===== src/pkg/iox_defs.vh =====
// constants for the i2c octal io expander register block
`ifndef IOX_DEFS_VH
`define IOX_DEFS_VH
`define IOX_ADDR_FIXED    5'h1C
`define IOX_REG_INPUT     2'h0
`define IOX_REG_OUTPUT    2'h1
`define IOX_REG_INVERT    2'h2
`define IOX_REG_DIR       2'h3
`define IOX_RST_OUTPUT    8'hFF
`define IOX_RST_INVERT    8'h00
`define IOX_RST_DIR       8'hFF
`define IOX_RST_CMD       8'h00
`define IOX_RW_BIT        0
`endif


===== src/core/iox_regs.v =====
// i2c slave register block of an eight bit io expander
// Operation
// answer only address with fixed upper five bits and strap low bits
// last address bit high means read, low means write
// first write byte after address loads command pointer
// pointer loads only in write transfers, never in reads
// pointer holds between transactions
// input register returns pin levels regardless of direction
// writes to input register are discarded
// latch bits drive pins only when configured as outputs
// output register reads return latch contents
// invert mask bit one inverts input value on read
// direction bit one makes pin input, zero enables driver
// write: address, command, then any number of stored data bytes
// read: write command, repeated start, address with read bit
// after repeated start selected register stays the same
// read data captured on rising clock edge of ack bit
// master nacks the final byte it reads
// stop ends transfer at any byte and releases bus
// matching address is acked by pulling data low
// reset pin low restores all defaults
// mismatched address is not acked, bus ignored until start
// command bits above two select bits are ignored
`timescale 1ns/1ns
`include "iox_defs.vh"
module iox_regs
(
    // clock and reset
    input  wire       ref_clk,
    input  wire       rst,
    // reset pin, active low
    input  wire       resetN,
    // address straps
    input  wire       addr_strap_lo,
    input  wire       addr_strap_hi,
    // i2c bus
    input  wire       sclIn,
    input  wire       sdaIn,
    output reg        sdaOut_ff,
    output reg        sdaOe_ff,
    // port pins
    input  wire [7:0] port_pinsIn,
    output reg  [7:0] port_pinsOut_ff,
    output reg  [7:0] port_pinsOe_ff
);

////////////////////////////////////////////////////////////////////////////
localparam ST_IDLE = 6'h01;
localparam ST_ADDR = 6'h02;
localparam ST_AACK = 6'h04;
localparam ST_WRX  = 6'h08;
localparam ST_RTX  = 6'h10;
localparam ST_RACK = 6'h20;

reg  [1:0] sclSync_ff;
reg  [1:0] sdaSync_ff;
reg  [1:0] rstnSync_ff;
reg  [7:0] pinSync1_ff;
reg  [7:0] pinSync2_ff;
reg  [1:0] strapSync1_ff;
reg  [1:0] strapSync2_ff;
reg        sclD_ff;
reg        sdaD_ff;
reg  [5:0] state_ff;
reg  [3:0] bitCnt_ff;
reg  [7:0] shift_ff;
reg        isRead_ff;
reg        cmdDone_ff;
reg  [7:0] cmd_ff;
reg  [7:0] outLatch_ff;
reg  [7:0] invMask_ff;
reg  [7:0] dirMask_ff;
reg  [7:0] txByte_ff;
reg        drvLow_ff;

wire       sclS  = sclSync_ff[1];
wire       sdaS  = sdaSync_ff[1];
wire       sclRise = sclS & ~sclD_ff;
wire       sclFall = ~sclS & sclD_ff;
wire       startC = sclS & sclD_ff & sdaD_ff & ~sdaS;
wire       stopC  = sclS & sclD_ff & ~sdaD_ff & sdaS;
// reset pin acts like the internal reset
wire       anyRst = rst | ~rstnSync_ff[1];
wire [6:0] myAddr = {`IOX_ADDR_FIXED, strapSync2_ff[1],
                     strapSync2_ff[0]};
wire [1:0] regSel = cmd_ff[1:0];

////////////////////////////////////////////////////////////////////////////
// two flops on every outside input except rst
always @(posedge ref_clk)
begin
    if (rst)
    begin
        sclSync_ff    <= 2'h3;
        sdaSync_ff    <= 2'h3;
        rstnSync_ff   <= 2'h0;
        pinSync1_ff   <= 8'h00;
        pinSync2_ff   <= 8'h00;
        strapSync1_ff <= 2'h0;
        strapSync2_ff <= 2'h0;
        sclD_ff       <= 1'b1;
        sdaD_ff       <= 1'b1;
    end
    else
    begin
        sclSync_ff    <= {sclSync_ff[0], sclIn};
        sdaSync_ff    <= {sdaSync_ff[0], sdaIn};
        rstnSync_ff   <= {rstnSync_ff[0], resetN};
        pinSync1_ff   <= port_pinsIn;
        pinSync2_ff   <= pinSync1_ff;
        strapSync1_ff <= {addr_strap_hi, addr_strap_lo};
        strapSync2_ff <= strapSync1_ff;
        sclD_ff       <= sclS;
        sdaD_ff       <= sdaS;
    end
end

////////////////////////////////////////////////////////////////////////////
// register read mux
reg [7:0] rdData;
always @*
begin
    rdData = 8'h00;
    case (regSel)
        `IOX_REG_INPUT:  rdData = pinSync2_ff ^ invMask_ff;
        `IOX_REG_OUTPUT: rdData = outLatch_ff;
        `IOX_REG_INVERT: rdData = invMask_ff;
        `IOX_REG_DIR:    rdData = dirMask_ff;
        default:         rdData = 8'h00;
    endcase
end

////////////////////////////////////////////////////////////////////////////
// bus state machine; data line only changes while the clock is low
always @(posedge ref_clk)
begin
    if (anyRst)
    begin
        state_ff    <= ST_IDLE;
        bitCnt_ff   <= 4'h0;
        shift_ff    <= 8'h00;
        isRead_ff   <= 1'b0;
        cmdDone_ff  <= 1'b0;
        cmd_ff      <= `IOX_RST_CMD;
        outLatch_ff <= `IOX_RST_OUTPUT;
        invMask_ff  <= `IOX_RST_INVERT;
        dirMask_ff  <= `IOX_RST_DIR;
        txByte_ff   <= 8'h00;
        drvLow_ff   <= 1'b0;
    end
    else if (stopC)
    begin
        state_ff  <= ST_IDLE;
        drvLow_ff <= 1'b0;
    end
    else if (startC)
    begin
        // repeated start keeps the pointer untouched                   // R14
        state_ff  <= ST_ADDR;
        bitCnt_ff <= 4'h0;
        drvLow_ff <= 1'b0;
    end
    else
    begin
        case (state_ff)
            ST_IDLE:
            begin
                drvLow_ff <= 1'b0;
            end
            ST_ADDR:
            begin
                if (sclRise)
                begin
                    shift_ff  <= {shift_ff[6:0], sdaS};
                    bitCnt_ff <= bitCnt_ff + 4'h1;
                end
                else if (sclFall && bitCnt_ff == 4'h8)
                begin
                    if (shift_ff[7:1] == myAddr)
                    begin
                        drvLow_ff  <= 1'b1;
                        isRead_ff  <= shift_ff[`IOX_RW_BIT];
                        cmdDone_ff <= 1'b0;
                        state_ff   <= ST_AACK;
                    end
                    else
                    begin
                        state_ff <= ST_IDLE;
                    end
                end
            end
            ST_AACK, ST_RACK:
            begin
                // ack rising edge captures read data                   // R15
                if (sclRise)
                begin
                    if (state_ff == ST_RACK && sdaS)
                    begin
                        state_ff <= ST_IDLE;
                    end
                    else
                    begin
                        txByte_ff <= rdData;
                    end
                end
                else if (sclFall)
                begin
                    bitCnt_ff <= 4'h0;
                    if (isRead_ff)
                    begin
                        state_ff  <= ST_RTX;
                        drvLow_ff <= ~txByte_ff[7];
                    end
                    else
                    begin
                        state_ff  <= ST_WRX;
                        drvLow_ff <= 1'b0;
                    end
                end
            end
            ST_WRX:
            begin
                // ack bit has count 8 or 9 and must not shift in
                if (sclRise && bitCnt_ff < 4'h8)
                begin
                    shift_ff  <= {shift_ff[6:0], sdaS};
                    bitCnt_ff <= bitCnt_ff + 4'h1;
                end
                else if (sclFall && bitCnt_ff == 4'h8)
                begin
                    drvLow_ff <= 1'b1;
                    bitCnt_ff <= 4'h9;
                    if (!cmdDone_ff)
                    begin
                        cmd_ff     <= shift_ff;
                        cmdDone_ff <= 1'b1;
                    end
                    else
                    begin
                        case (regSel)
                            `IOX_REG_OUTPUT: outLatch_ff <= shift_ff;
                            `IOX_REG_INVERT: invMask_ff  <= shift_ff;
                            `IOX_REG_DIR:    dirMask_ff  <= shift_ff;
                            default:         outLatch_ff <= outLatch_ff;
                        endcase
                    end
                end
                else if (sclFall && bitCnt_ff == 4'h9)
                begin
                    drvLow_ff <= 1'b0;
                    bitCnt_ff <= 4'h0;
                end
            end
            ST_RTX:
            begin
                if (sclFall)
                begin
                    if (bitCnt_ff == 4'h7)
                    begin
                        drvLow_ff <= 1'b0;
                        state_ff  <= ST_RACK;
                    end
                    else
                    begin
                        drvLow_ff <= ~txByte_ff[3'h6 - bitCnt_ff[2:0]];
                        bitCnt_ff <= bitCnt_ff + 4'h1;
                    end
                end
            end
            default:
            begin
                state_ff <= ST_IDLE;
            end
        endcase
    end
end

////////////////////////////////////////////////////////////////////////////
// outputs registered; pointer persists since only writes touch it  R05
always @(posedge ref_clk)
begin
    if (anyRst)
    begin
        sdaOut_ff       <= 1'b0;
        sdaOe_ff        <= 1'b0;
        port_pinsOut_ff <= `IOX_RST_OUTPUT;
        port_pinsOe_ff  <= 8'h00;
    end
    else
    begin
        sdaOut_ff       <= 1'b0;
        sdaOe_ff        <= drvLow_ff;
        port_pinsOut_ff <= outLatch_ff;
        port_pinsOe_ff  <= ~dirMask_ff;
    end
end

endmodule


===== config.mk =====
export PLATFORM = sky130hd
export DESIGN_NAME = iox_regs
export DESIGN_NICKNAME = d
export VERILOG_FILES = /design/src/core/iox_regs.v
export VERILOG_INCLUDE_DIRS = /design/src /design/src/pkg
export SDC_FILE = /design/constraint.sdc
export NUM_CORES = 1
export LEC_CHECK = 0
export ABC_CLOCK_PERIOD_IN_PS = 2500
export CAP_MARGIN = 10
export CORE_MARGIN = 8
export CORE_UTILIZATION = 40
export CTS_CLUSTER_SIZE = 28
export DETAILED_ROUTE_END_ITERATION = 12
export DONT_BUFFER_PORTS = 1
export PLACE_DENSITY = 0.61
export SETUP_SLACK_MARGIN = 0.1
export SLEW_MARGIN = 20
export SYNTH_ARGS = -nofsm -noshare
export SYNTH_HDL_FRONTEND = slang
export SYNTH_SLANG_ARGS = --single-unit
export TNS_END_PERCENT = 100

===== constraint.sdc =====
create_clock -name ref_clk -period 2.5 [get_ports ref_clk]
set_clock_uncertainty 0.1 [all_clocks]
set_input_delay 0.375 -clock ref_clk [delete_from_list [all_inputs] [get_ports ref_clk]]
set_output_delay 0.375 -clock ref_clk [all_outputs]
set_load 0.01 [all_outputs]

Word-level counts from Yosys, hierarchy flattened
Index checks and enable logic that the tools add are counted.
{"block": "totals", "out_inout_bits": 18, "register_bits": 100, "inputBits": 15}
{"block": "op_classes", "add_sub_neg": 2, "n_bitwise": 24, "order_cmp": 2, "eq_ne": 39, "mux": 45, "reduce_logical": 24}
{"operator": "two-way mux 6 bit", "n": 7}
{"operator": "two-way mux 4 bit", "n": 9}
{"operator": "AND reduction 7 bit", "n": 5}
{"operator": "!= test 3 bit (second input constant)", "n": 11}
{"operator": "case mux 8 bit (4 select lines)", "n": 1}
{"operator": "case mux 6 bit (4 select lines)", "n": 1}
{"operator": "!= test 2 bit (second input constant)", "n": 11}
{"operator": "two-way mux 1 bit", "n": 17}
{"operator": "two-way mux 8 bit", "n": 2}
{"operator": "case mux 4 bit (4 select lines)", "n": 1}
{"operator": "case mux 8 bit (2 select lines)", "n": 1}
{"operator": "AND reduction 8 bit", "n": 2}
{"operator": "NOT 1 bit", "n": 14}
{"operator": "AND reduction 6 bit", "n": 2}
{"operator": "AND reduction 5 bit", "n": 2}
{"operator": "nonzero test 5 bit", "n": 2}
{"operator": "AND reduction 9 bit", "n": 1}
{"operator": "equality test 4 bit (second input constant)", "n": 2}
{"operator": "!= test 4 bit (second input constant)", "n": 2}
{"operator": "NOT 8 bit", "n": 1}
{"operator": "bitwise XOR 8 bit", "n": 1}
{"operator": "bitwise AND 1 bit", "n": 7}
{"operator": "equality test 7 bit", "n": 1}
{"operator": "equality test 6 x 1 -> 1 bit (second input constant)", "n": 1}
{"operator": "other kinds (26)", "n": 32}

Depth between registers and ports, before layout
Gate-level depths: netlist of run 1.
{"block": "logic_depth", "word_depth": 8, "depth_mapped": 10, "ltp_nobuf": 8}

Worst setup path before layout of run 1
OpenSTA, ideal clock, no wires.
{"block": "synth_timing", "path_kind": "reg2reg", "startpoint": "register sclD_ff", "endpoint": "register invMask_ff[7]", "arrival_ns": 2.024, "stages_incl_launch_ff": 11, "setup_slack_ns": 0.248, "synth_period_minus_slack_ns": 2.252, "setup_ns": 0.128, "cell_sequence": "dfxtp_1 > inv_1 > ha_1 > clkbuf_1 > nor2b_1 > nor3_4 > nand2_2 > or4b_4 > buf_6 > mux2i_1 > nor2_1"}
{"block": "synth_via", "elab_chain_cells": 5, "elab_cells_between_ends": 14, "cone_classes": "bitwise: 11; reduce/logical: 3"}
{"item": "from (decl)", "line": "iox_regs.v:62", "text": "reg sclD_ff;"}
{"item": "from (signal assigned)", "line": "iox_regs.v:113", "text": "sclD_ff <= sclS;"}
{"item": "bitwise AND 1 bit or NOT 1 bit (tied branches)", "line": "iox_regs.v:80, iox_regs.v:81, iox_regs.v:78"}
{"item": "bitwise AND 1 bit (on tied branches)", "line": "iox_regs.v:80, iox_regs.v:78, iox_regs.v:81"}
{"item": "bitwise AND 1 bit (tied with other cells)", "line": "iox_regs.v:80", "text": "wire startC = sclS & sclD_ff & sdaD_ff & ~sdaS;"}
{"item": "NOT 1 bit (no source line)"}
{"item": "AND reduction 7 bit (no source line) *"}
{"item": "to (signal assigned)", "line": "iox_regs.v:146", "text": "invMask_ff <= `IOX_RST_INVERT;"}
{"item": "to (signal assigned)", "line": "iox_regs.v:242", "text": "`IOX_REG_INVERT: invMask_ff <= shift_ff;"}
{"item": "to (decl)", "line": "iox_regs.v:71", "text": "reg [7:0] invMask_ff;"}
Mark *: on every way between the ends. The rest lies on a longest branch, timed or not.
A chain may end at the register's enable or synchronous reset.

Final worst setup path of run 1
{"block": "layout_timing", "startpoint": "register state_ff[1]", "endpoint": "register invMask_ff[6]"}
{"block": "layout_via", "elab_chain_cells": 2}
{"item": "from (decl)", "line": "iox_regs.v:64", "text": "reg [5:0] state_ff;"}
{"item": "from (signal assigned)", "line": "iox_regs.v:139", "text": "state_ff <= ST_IDLE;"}
{"item": "from (signal assigned)", "line": "iox_regs.v:153", "text": "state_ff <= ST_IDLE;"}
{"item": "from (signal assigned)", "line": "iox_regs.v:159", "text": "state_ff <= ST_ADDR;"}
{"item": "equality test 6 x 4 -> 1 bit", "line": "iox_regs.v:165", "text": "case (state_ff)"}
{"item": "AND reduction 7 bit (no source line)"}
Every way passes these cells.

==> flow_summary.toml, run 1 <==
[status]
status = "completed"

[setup_path]
critPathKind = "flop to flop"
critPathMaxStageDelay_ns = 0.60
crit_path_top_delay_cell = "or4b_4"
crit_chain = "or4_4 -> nor3_4 -> nand2_2 -> or4b_4 -> mux2i_1 -> nor2_1"
cp.required_ns = 2.66
worstPathArrival_ns = 2.44
cp-start-kind = "flop"
crit_path_end_kind = "flop"
cp_num_buf_inv = 0
critical-path-top-delay-family = "simple AND/OR/NAND/NOR gates"
crit_fanout = 8

[yosys]
yosys_warnings = 0
ys_seq_area_share_pct = 46.6
synth_nets = 512
async_flop_share_pct = 0
ys_dominant_reg_cell = "dfxtp_1"
postSynthCellCount = 491
synth_area_um2 = 4300
ys_ff_latch = 100
synth.avg_cell_area_um2 = 8.76
synth_cell_type_count = 51
synth-edff-count = 0

[placed_design]
place_hpwl_um = 7370
routabilityCongestion = 0.890
placedInstanceArea_um2 = 4530
portBuffers = 0

[global_routing]
grt_pass1_wl_um = 16700
antenna_found_initial = 0
grt_max_degree = 29
grtUsageTotal_pct = 14.5
grt_pass1_vias = 3230
grt_overflow = 0

[route]
dr_wl_met2_um = 4440
drt_iter0_drc = 302
drt_wl_total_um = 10000
drc_errors = 0
vias = 3406
dr.pass1.iters = 4
via_per_inst = 5.26
antenna_left = 0
met1_length_um = 4980
highest_layer = "met4"
wl_per_cell_um = 15.5
met3_length_um = 457

[final_layout]
ff_latch_area_um2 = 2000
final_area_um2 = 4790
nFillCells = 1052
drive_above_1_share_pct = 12.4
nets = 523
diodes = 0
area_delta_synth_final_pct = 11.5
multiInputGateArea_um2 = 2160

[sta]
hold_violations = 0
fin_crit_ns = 2.29
fin_crit_sh_pct = 91.5
tns_ns = 0
slew_viol_final = 0
fmax_mhz = 437
rsz0062_at_grt = "no"
max_slew.worst_pin.slew_ns = 0.809
setup_viol = 0
relSlewSlack_pct = 45.9

[min_path]
hp-class = "primary input to flop"

[clocking]
clkTransAtPathRegs_ns = 0.10
cts_buffers = 9
clockBufferDepth = 2
cts_tree = "done"
clock_latency_ns = 0.38
root_buffer = "clkbuf_8"
clkSinkCount = 100
htree_levels = 3

[floorplanning]
die-area_um2 = 14300
die_w_um = 120
initial_core_util_pct = 40.4
die_y_um = 120
design.core.area_um2 = 10700
rows = 38
num_io_pins = 33

[pwr]
cellLeakagePower_nw = 1.89
finalPower_mw = 2.70
power.density_nw_per_um2 = 562
max-vdd-ir-drop_uv = 301

[run]
maxCapViolCount = 0
## what timing repair did
action | 4_1_cts | 5_1_grt
endpoints found under the hold margin | 28 | 1
endpoints found under the setup margin | 0 | 18
hold buffers | 3 | 1
gates resized for setup | 0 | 6
setup buffers | 0 | 1
## state kept, by name, indices dropped and copies added (netlist names), 4 cells and up
| signal | flops |
|---|---|
| bitCnt_ff | 4 |
| dirMask_ff | 8 |
| invMask_ff | 8 |
| outLatch_ff | 8 |
| pinSync1_ff | 8 |
| pinSync2_ff | 8 |
| port_pinsOe_ff | 8 |
| port_pinsOut_ff | 8 |
| shift_ff | 8 |
| state_ff | 6 |
| txByte_ff | 8 |
## placed cells by master, fill, tap and decap left out, types with 3 or more instances in the layout
cell           instances
nand2b_1              19
o21ai_0               18
nand3_1                6
a22oi_1               10
o211ai_1               3
xor2_1                 6
or2_2                  8
nor3_1                17
nor2b_1               27
nor2_1                81
mux2i_1               28
inv_1                  9
dlygate4sd3_1          4
and2_1                 3
nand4_1                3
buf_4                 23
clkbuf_8               9
nor4_1                 4
a21oi_1               32
o2111ai_1              5
nand3b_1               4
dfxtp_1               98
ha_1                   6
nand2_1               34
xnor2_1                3
## logic make-up (layout without fill, tap and decap cells)
group	after synthesis	in the layout	synth area share, %
AO/OA/AOI/OAI	85	85	12.3
XOR/XNOR	10	10	2.04
adder cells (fa/ha/maj)	6	6	1.75
buffers and inverters	37	53	3.78
flip-flops	100	100	46.6
multiplexers	30	30	7.57
other	1	1	0.0872
AND/OR/NAND/NOR	222	222	25.9
## metrics by stage
step                util, %  instances  setup WS, ns  hold slack, ns
global route           45.0        647         0.104          0.0168
floorplan                 -        491         0.248           0.289
global placement       42.6        626         0.119           0.293
CTS                    44.6        645         0.122         0.00502
finish                 45.0        647         0.213          0.0254
detailed placement     42.6        626         0.155           0.298
## power breakdown
part,internal [mW],leakage [nW],switching (mW)
registers,1.61,0.812,0.0112
logic,0.0331,0.982,0.0443
clock network,0.386,0.0989,0.608
total,2.03,1.89,0.663
## Yosys cell counts (2+ instances only)
| cell | count | share of area [%] |
|---|---|---|
| nand3b_1 | 4 | 0.70 |
| and2_1 | 3 | 0.44 |
| o21ai_0 | 18 | 2.1 |
| a22oi_1 | 10 | 1.7 |
| nand3_1 | 6 | 0.70 |
| clkbuf_1 | 20 | 1.7 |
| or2_2 | 8 | 1.2 |
| o211ai_1 | 3 | 0.52 |
| o311ai_0 | 2 | 0.41 |
| nor2b_1 | 27 | 3.9 |
| a221oi_1 | 2 | 0.41 |
| mux4_2 | 2 | 1.0 |
| ha_1 | 6 | 1.7 |
| nor2_1 | 81 | 7.1 |
| xor2_1 | 6 | 1.2 |
| a211oi_1 | 2 | 0.35 |
| dfxtp_1 | 100 | 47 |
| buf_6 | 2 | 0.52 |
| nand2_1 | 34 | 3.0 |
| nand2b_1 | 20 | 2.9 |
| a31oi_1 | 2 | 0.29 |
| nand4b_1 | 2 | 0.41 |
| buf_2 | 4 | 0.47 |
| mux2i_1 | 28 | 6.5 |
| nor4_1 | 4 | 0.58 |
| o2111ai_1 | 5 | 1.0 |
| or3_1 | 2 | 0.29 |
| nor3_1 | 17 | 2.0 |
| or4_1 | 2 | 0.35 |
| xnor2_1 | 4 | 0.81 |
| a21oi_1 | 34 | 4.0 |
| nand4_1 | 3 | 0.44 |
| nor3b_1 | 2 | 0.35 |
| inv_1 | 9 | 0.79 |
## layer usage
layer | global-route usage [%] | vias to the layer above
met5 | 0 | -
met4 | 5.62 | 0
met3 | 3.01 | 11
met2 | 22.4 | 79
met1 | 19.4 | 1604
li1 | - | 1712
## layout make-up
type                    instances  share of cell area [%]
multi-input cells             354                    45.0
flip-flops and latches        100                    41.8
repair buffers                 28                    4.85
well taps                     140                    3.65
clock buffers                   9                    2.58
clock inverters                 7                    1.41
inverters                       9                   0.705
## path summary, 6_finish.rpt
check                           slack, ns  depth (start not counted)        endpoint      startpoint
worst max register to register       0.21                          6   invMask_ff[6]     state_ff[1]
worst min register to register       0.32                          1   sdaSync_ff[1]   sdaSync_ff[0]
worst max-delay path                 0.21                          6   invMask_ff[6]     state_ff[1]
worst min-delay path                 0.03                          1  pinSync1_ff[3]  port_pinsIn[3]
Power figures use the tool's default switching activity.
==> run 2, diff against run 1 <==
ABC_CLOCK_PERIOD_IN_PS = 2270   (was 2500)
HOLD_SLACK_MARGIN = 0.15   (was default)
clock period = 2.27 ns   (was 2.5 ns; I/O delays follow)
==> flow_summary.toml, run 2 (synthesis gave the netlist of run 1 again) <==
[setup_path]
r2r.worst_path.cells = 6
critPathKind = "flop to flop"
crit_path_end_kind = "flop"
reg2reg_to = "invMask_ff[6]"
cp.required_ns = 2.43
cp-start-kind = "flop"
reg2reg_from = "state_ff[5]"
worstPathArrival_ns = 2.36
r2r_setup_slack_ns = 0.07
crit_fanout = 8

[placed_design]
placedInstanceArea_um2 = 4650
place_hpwl_um = 7450
portBuffers = 0
routabilityCongestion = 0.935
place_ws_ns = 0.0746
dp.cells = 641

[sta]
fin_crit_ns = 2.20
setup_viol = 0
hold_violations = 0
slew_viol_final = 0
finalWorstSetupSlack_ns = 0.0736
rsz0062_at_grt = "yes"
relSlewSlack_pct = 39.5
fmax_mhz = 455
tns_ns = 0
fin_crit_sh_pct = 96.8
max_slew.worst_pin.slew_ns = 0.906

[floorplanning]
die-area_um2 = 14300
rows = 38
num_io_pins = 33
initial_core_util_pct = 40.4
die_w_um = 120
die_y_um = 120
design.core.area_um2 = 10700

[route]
drt_wl_total_um = 10500
drc_errors = 0
wl_per_cell_um = 15.5
via_per_inst = 5.22
vias = 3513
dr.pass1.iters = 5
drt_iter0_drc = 315
antenna_left = 0

[clocking]
cts_buffers = 9
root_buffer = "clkbuf_8"
clockBufferDepth = 2
clkSinkCount = 100
cts_tree = "done"
htree_levels = 3
clkTransAtPathRegs_ns = 0.10
clock_latency_ns = 0.38

[final_layout]
nFillCells = 1022
drive_above_1_share_pct = 15.9
final_area_um2 = 5060
fin_util_pct = 47.5
area_delta_synth_final_pct = 17.8
layout_common_cells = "96 x dfxtp_1, 80 x nor2_1, 35 x buf_4"
multiInputGateArea_um2 = 2190
layout_commonest_cell = "dfxtp_1"
nets = 549
final_cells = 673
diodes = 0
ff_latch_area_um2 = 2010

[global_routing]
grtUsageTotal_pct = 14.7
grt_max_degree = 33
grt_pass1_vias = 3324
antenna_found_initial = 0
grt_pass1_wl_um = 17100
grt_overflow = 0

[min_path]
hold_end = "sdaSync_ff[1]"
min-delay-start = "sdaSync_ff[0]"
hold_path_depth = 1
hp-class = "flop to flop"

[pwr]
cellLeakagePower_nw = 2.04
power.density_nw_per_um2 = 587
max-vdd-ir-drop_uv = 436

[status]
status = "completed"

[run]
maxCapViolCount = 0
[run 2: changes by cell type in the layout (fill, tap and decap cells not counted), sizes merged]
cell          delta
clkinvlp         +1
buf             +15
clkinv           -2
clkbuf           +1
dlymetal6s4s     +1
dlygate4sd3     +10
[run 2: worst max-delay path: stages (launching register included)]
cell and delay (ns):
dfxtp_2 0.34, or4_4 0.57, nor3_4 0.17, nand2_2 0.08, or4b_4 0.58, mux2i_1 0.19, nor2_1 0.06
[run 2: how the worst max path moves through the flow]
stage                       from       endpoint  cells past startpoint
floorplan            state_ff[0]  invMask_ff[7]                      8
global placement    bitCnt_ff[1]    state_ff[3]                      8
detailed placement   state_ff[5]  invMask_ff[0]                      6
CTS                  state_ff[5]  invMask_ff[0]                      6
global route         state_ff[5]  dirMask_ff[6]                      8
finish               state_ff[5]  invMask_ff[6]                      6
[run 2: power breakdown]
group | leakage [nW] | total [mW] | switching, mW | internal (mW)
registers | 0.813 | 1.79 | 0.0123 | 1.78
clock network | 0.0920 | 1.08 | 0.658 | 0.422
logic | 1.13 | 0.105 | 0.0522 | 0.0526
[run 2: metrics by stage]
| stage | power, mW | hold slack [ns] |
|---|---|---|
| after CTS | 3.00 | 0.320 |
| after floorplan | 1.88 | 0.289 |
| after detailed placement | 1.91 | 0.297 |
| after global routing | 3.10 | 0.331 |
| final | 2.97 | 0.317 |
| after global placement | 1.91 | 0.298 |
[run 2: per-layer routing]
| metal | GRT usage, % | up-vias | routed length [um] |
|---|---|---|---|
| met2 | 21.6 | 94 | 4570 |
| met5 | 0 | - | 0 |
| li1 | - | 1761 | - |
| met4 | 5.46 | 0 | 170 |
| met1 | 20.5 | 1647 | 5080 |
| met3 | 3.43 | 11 | 630 |
[run 2: what timing repair did]
item | CTS | global route
hold buffers | 15 | 0
pin swaps | 0 | 2
endpoints found under the hold margin | 29 | 0
setup endpoints to repair | 12 | 40
cloned | 0 | 0
gates resized for setup | 5 | 16
setup buffers | 1 | 0
[run 2: area by class of cell]
class                      instances  share of cell area, %
multi-input combinational        354                   43.3
clock buffer                      10                   2.52
timing repair buffer              54                   9.27
sequential                       100                   39.6
inverter                           9                  0.667
clock inverter                     6                   1.14
tap                              140                   3.46
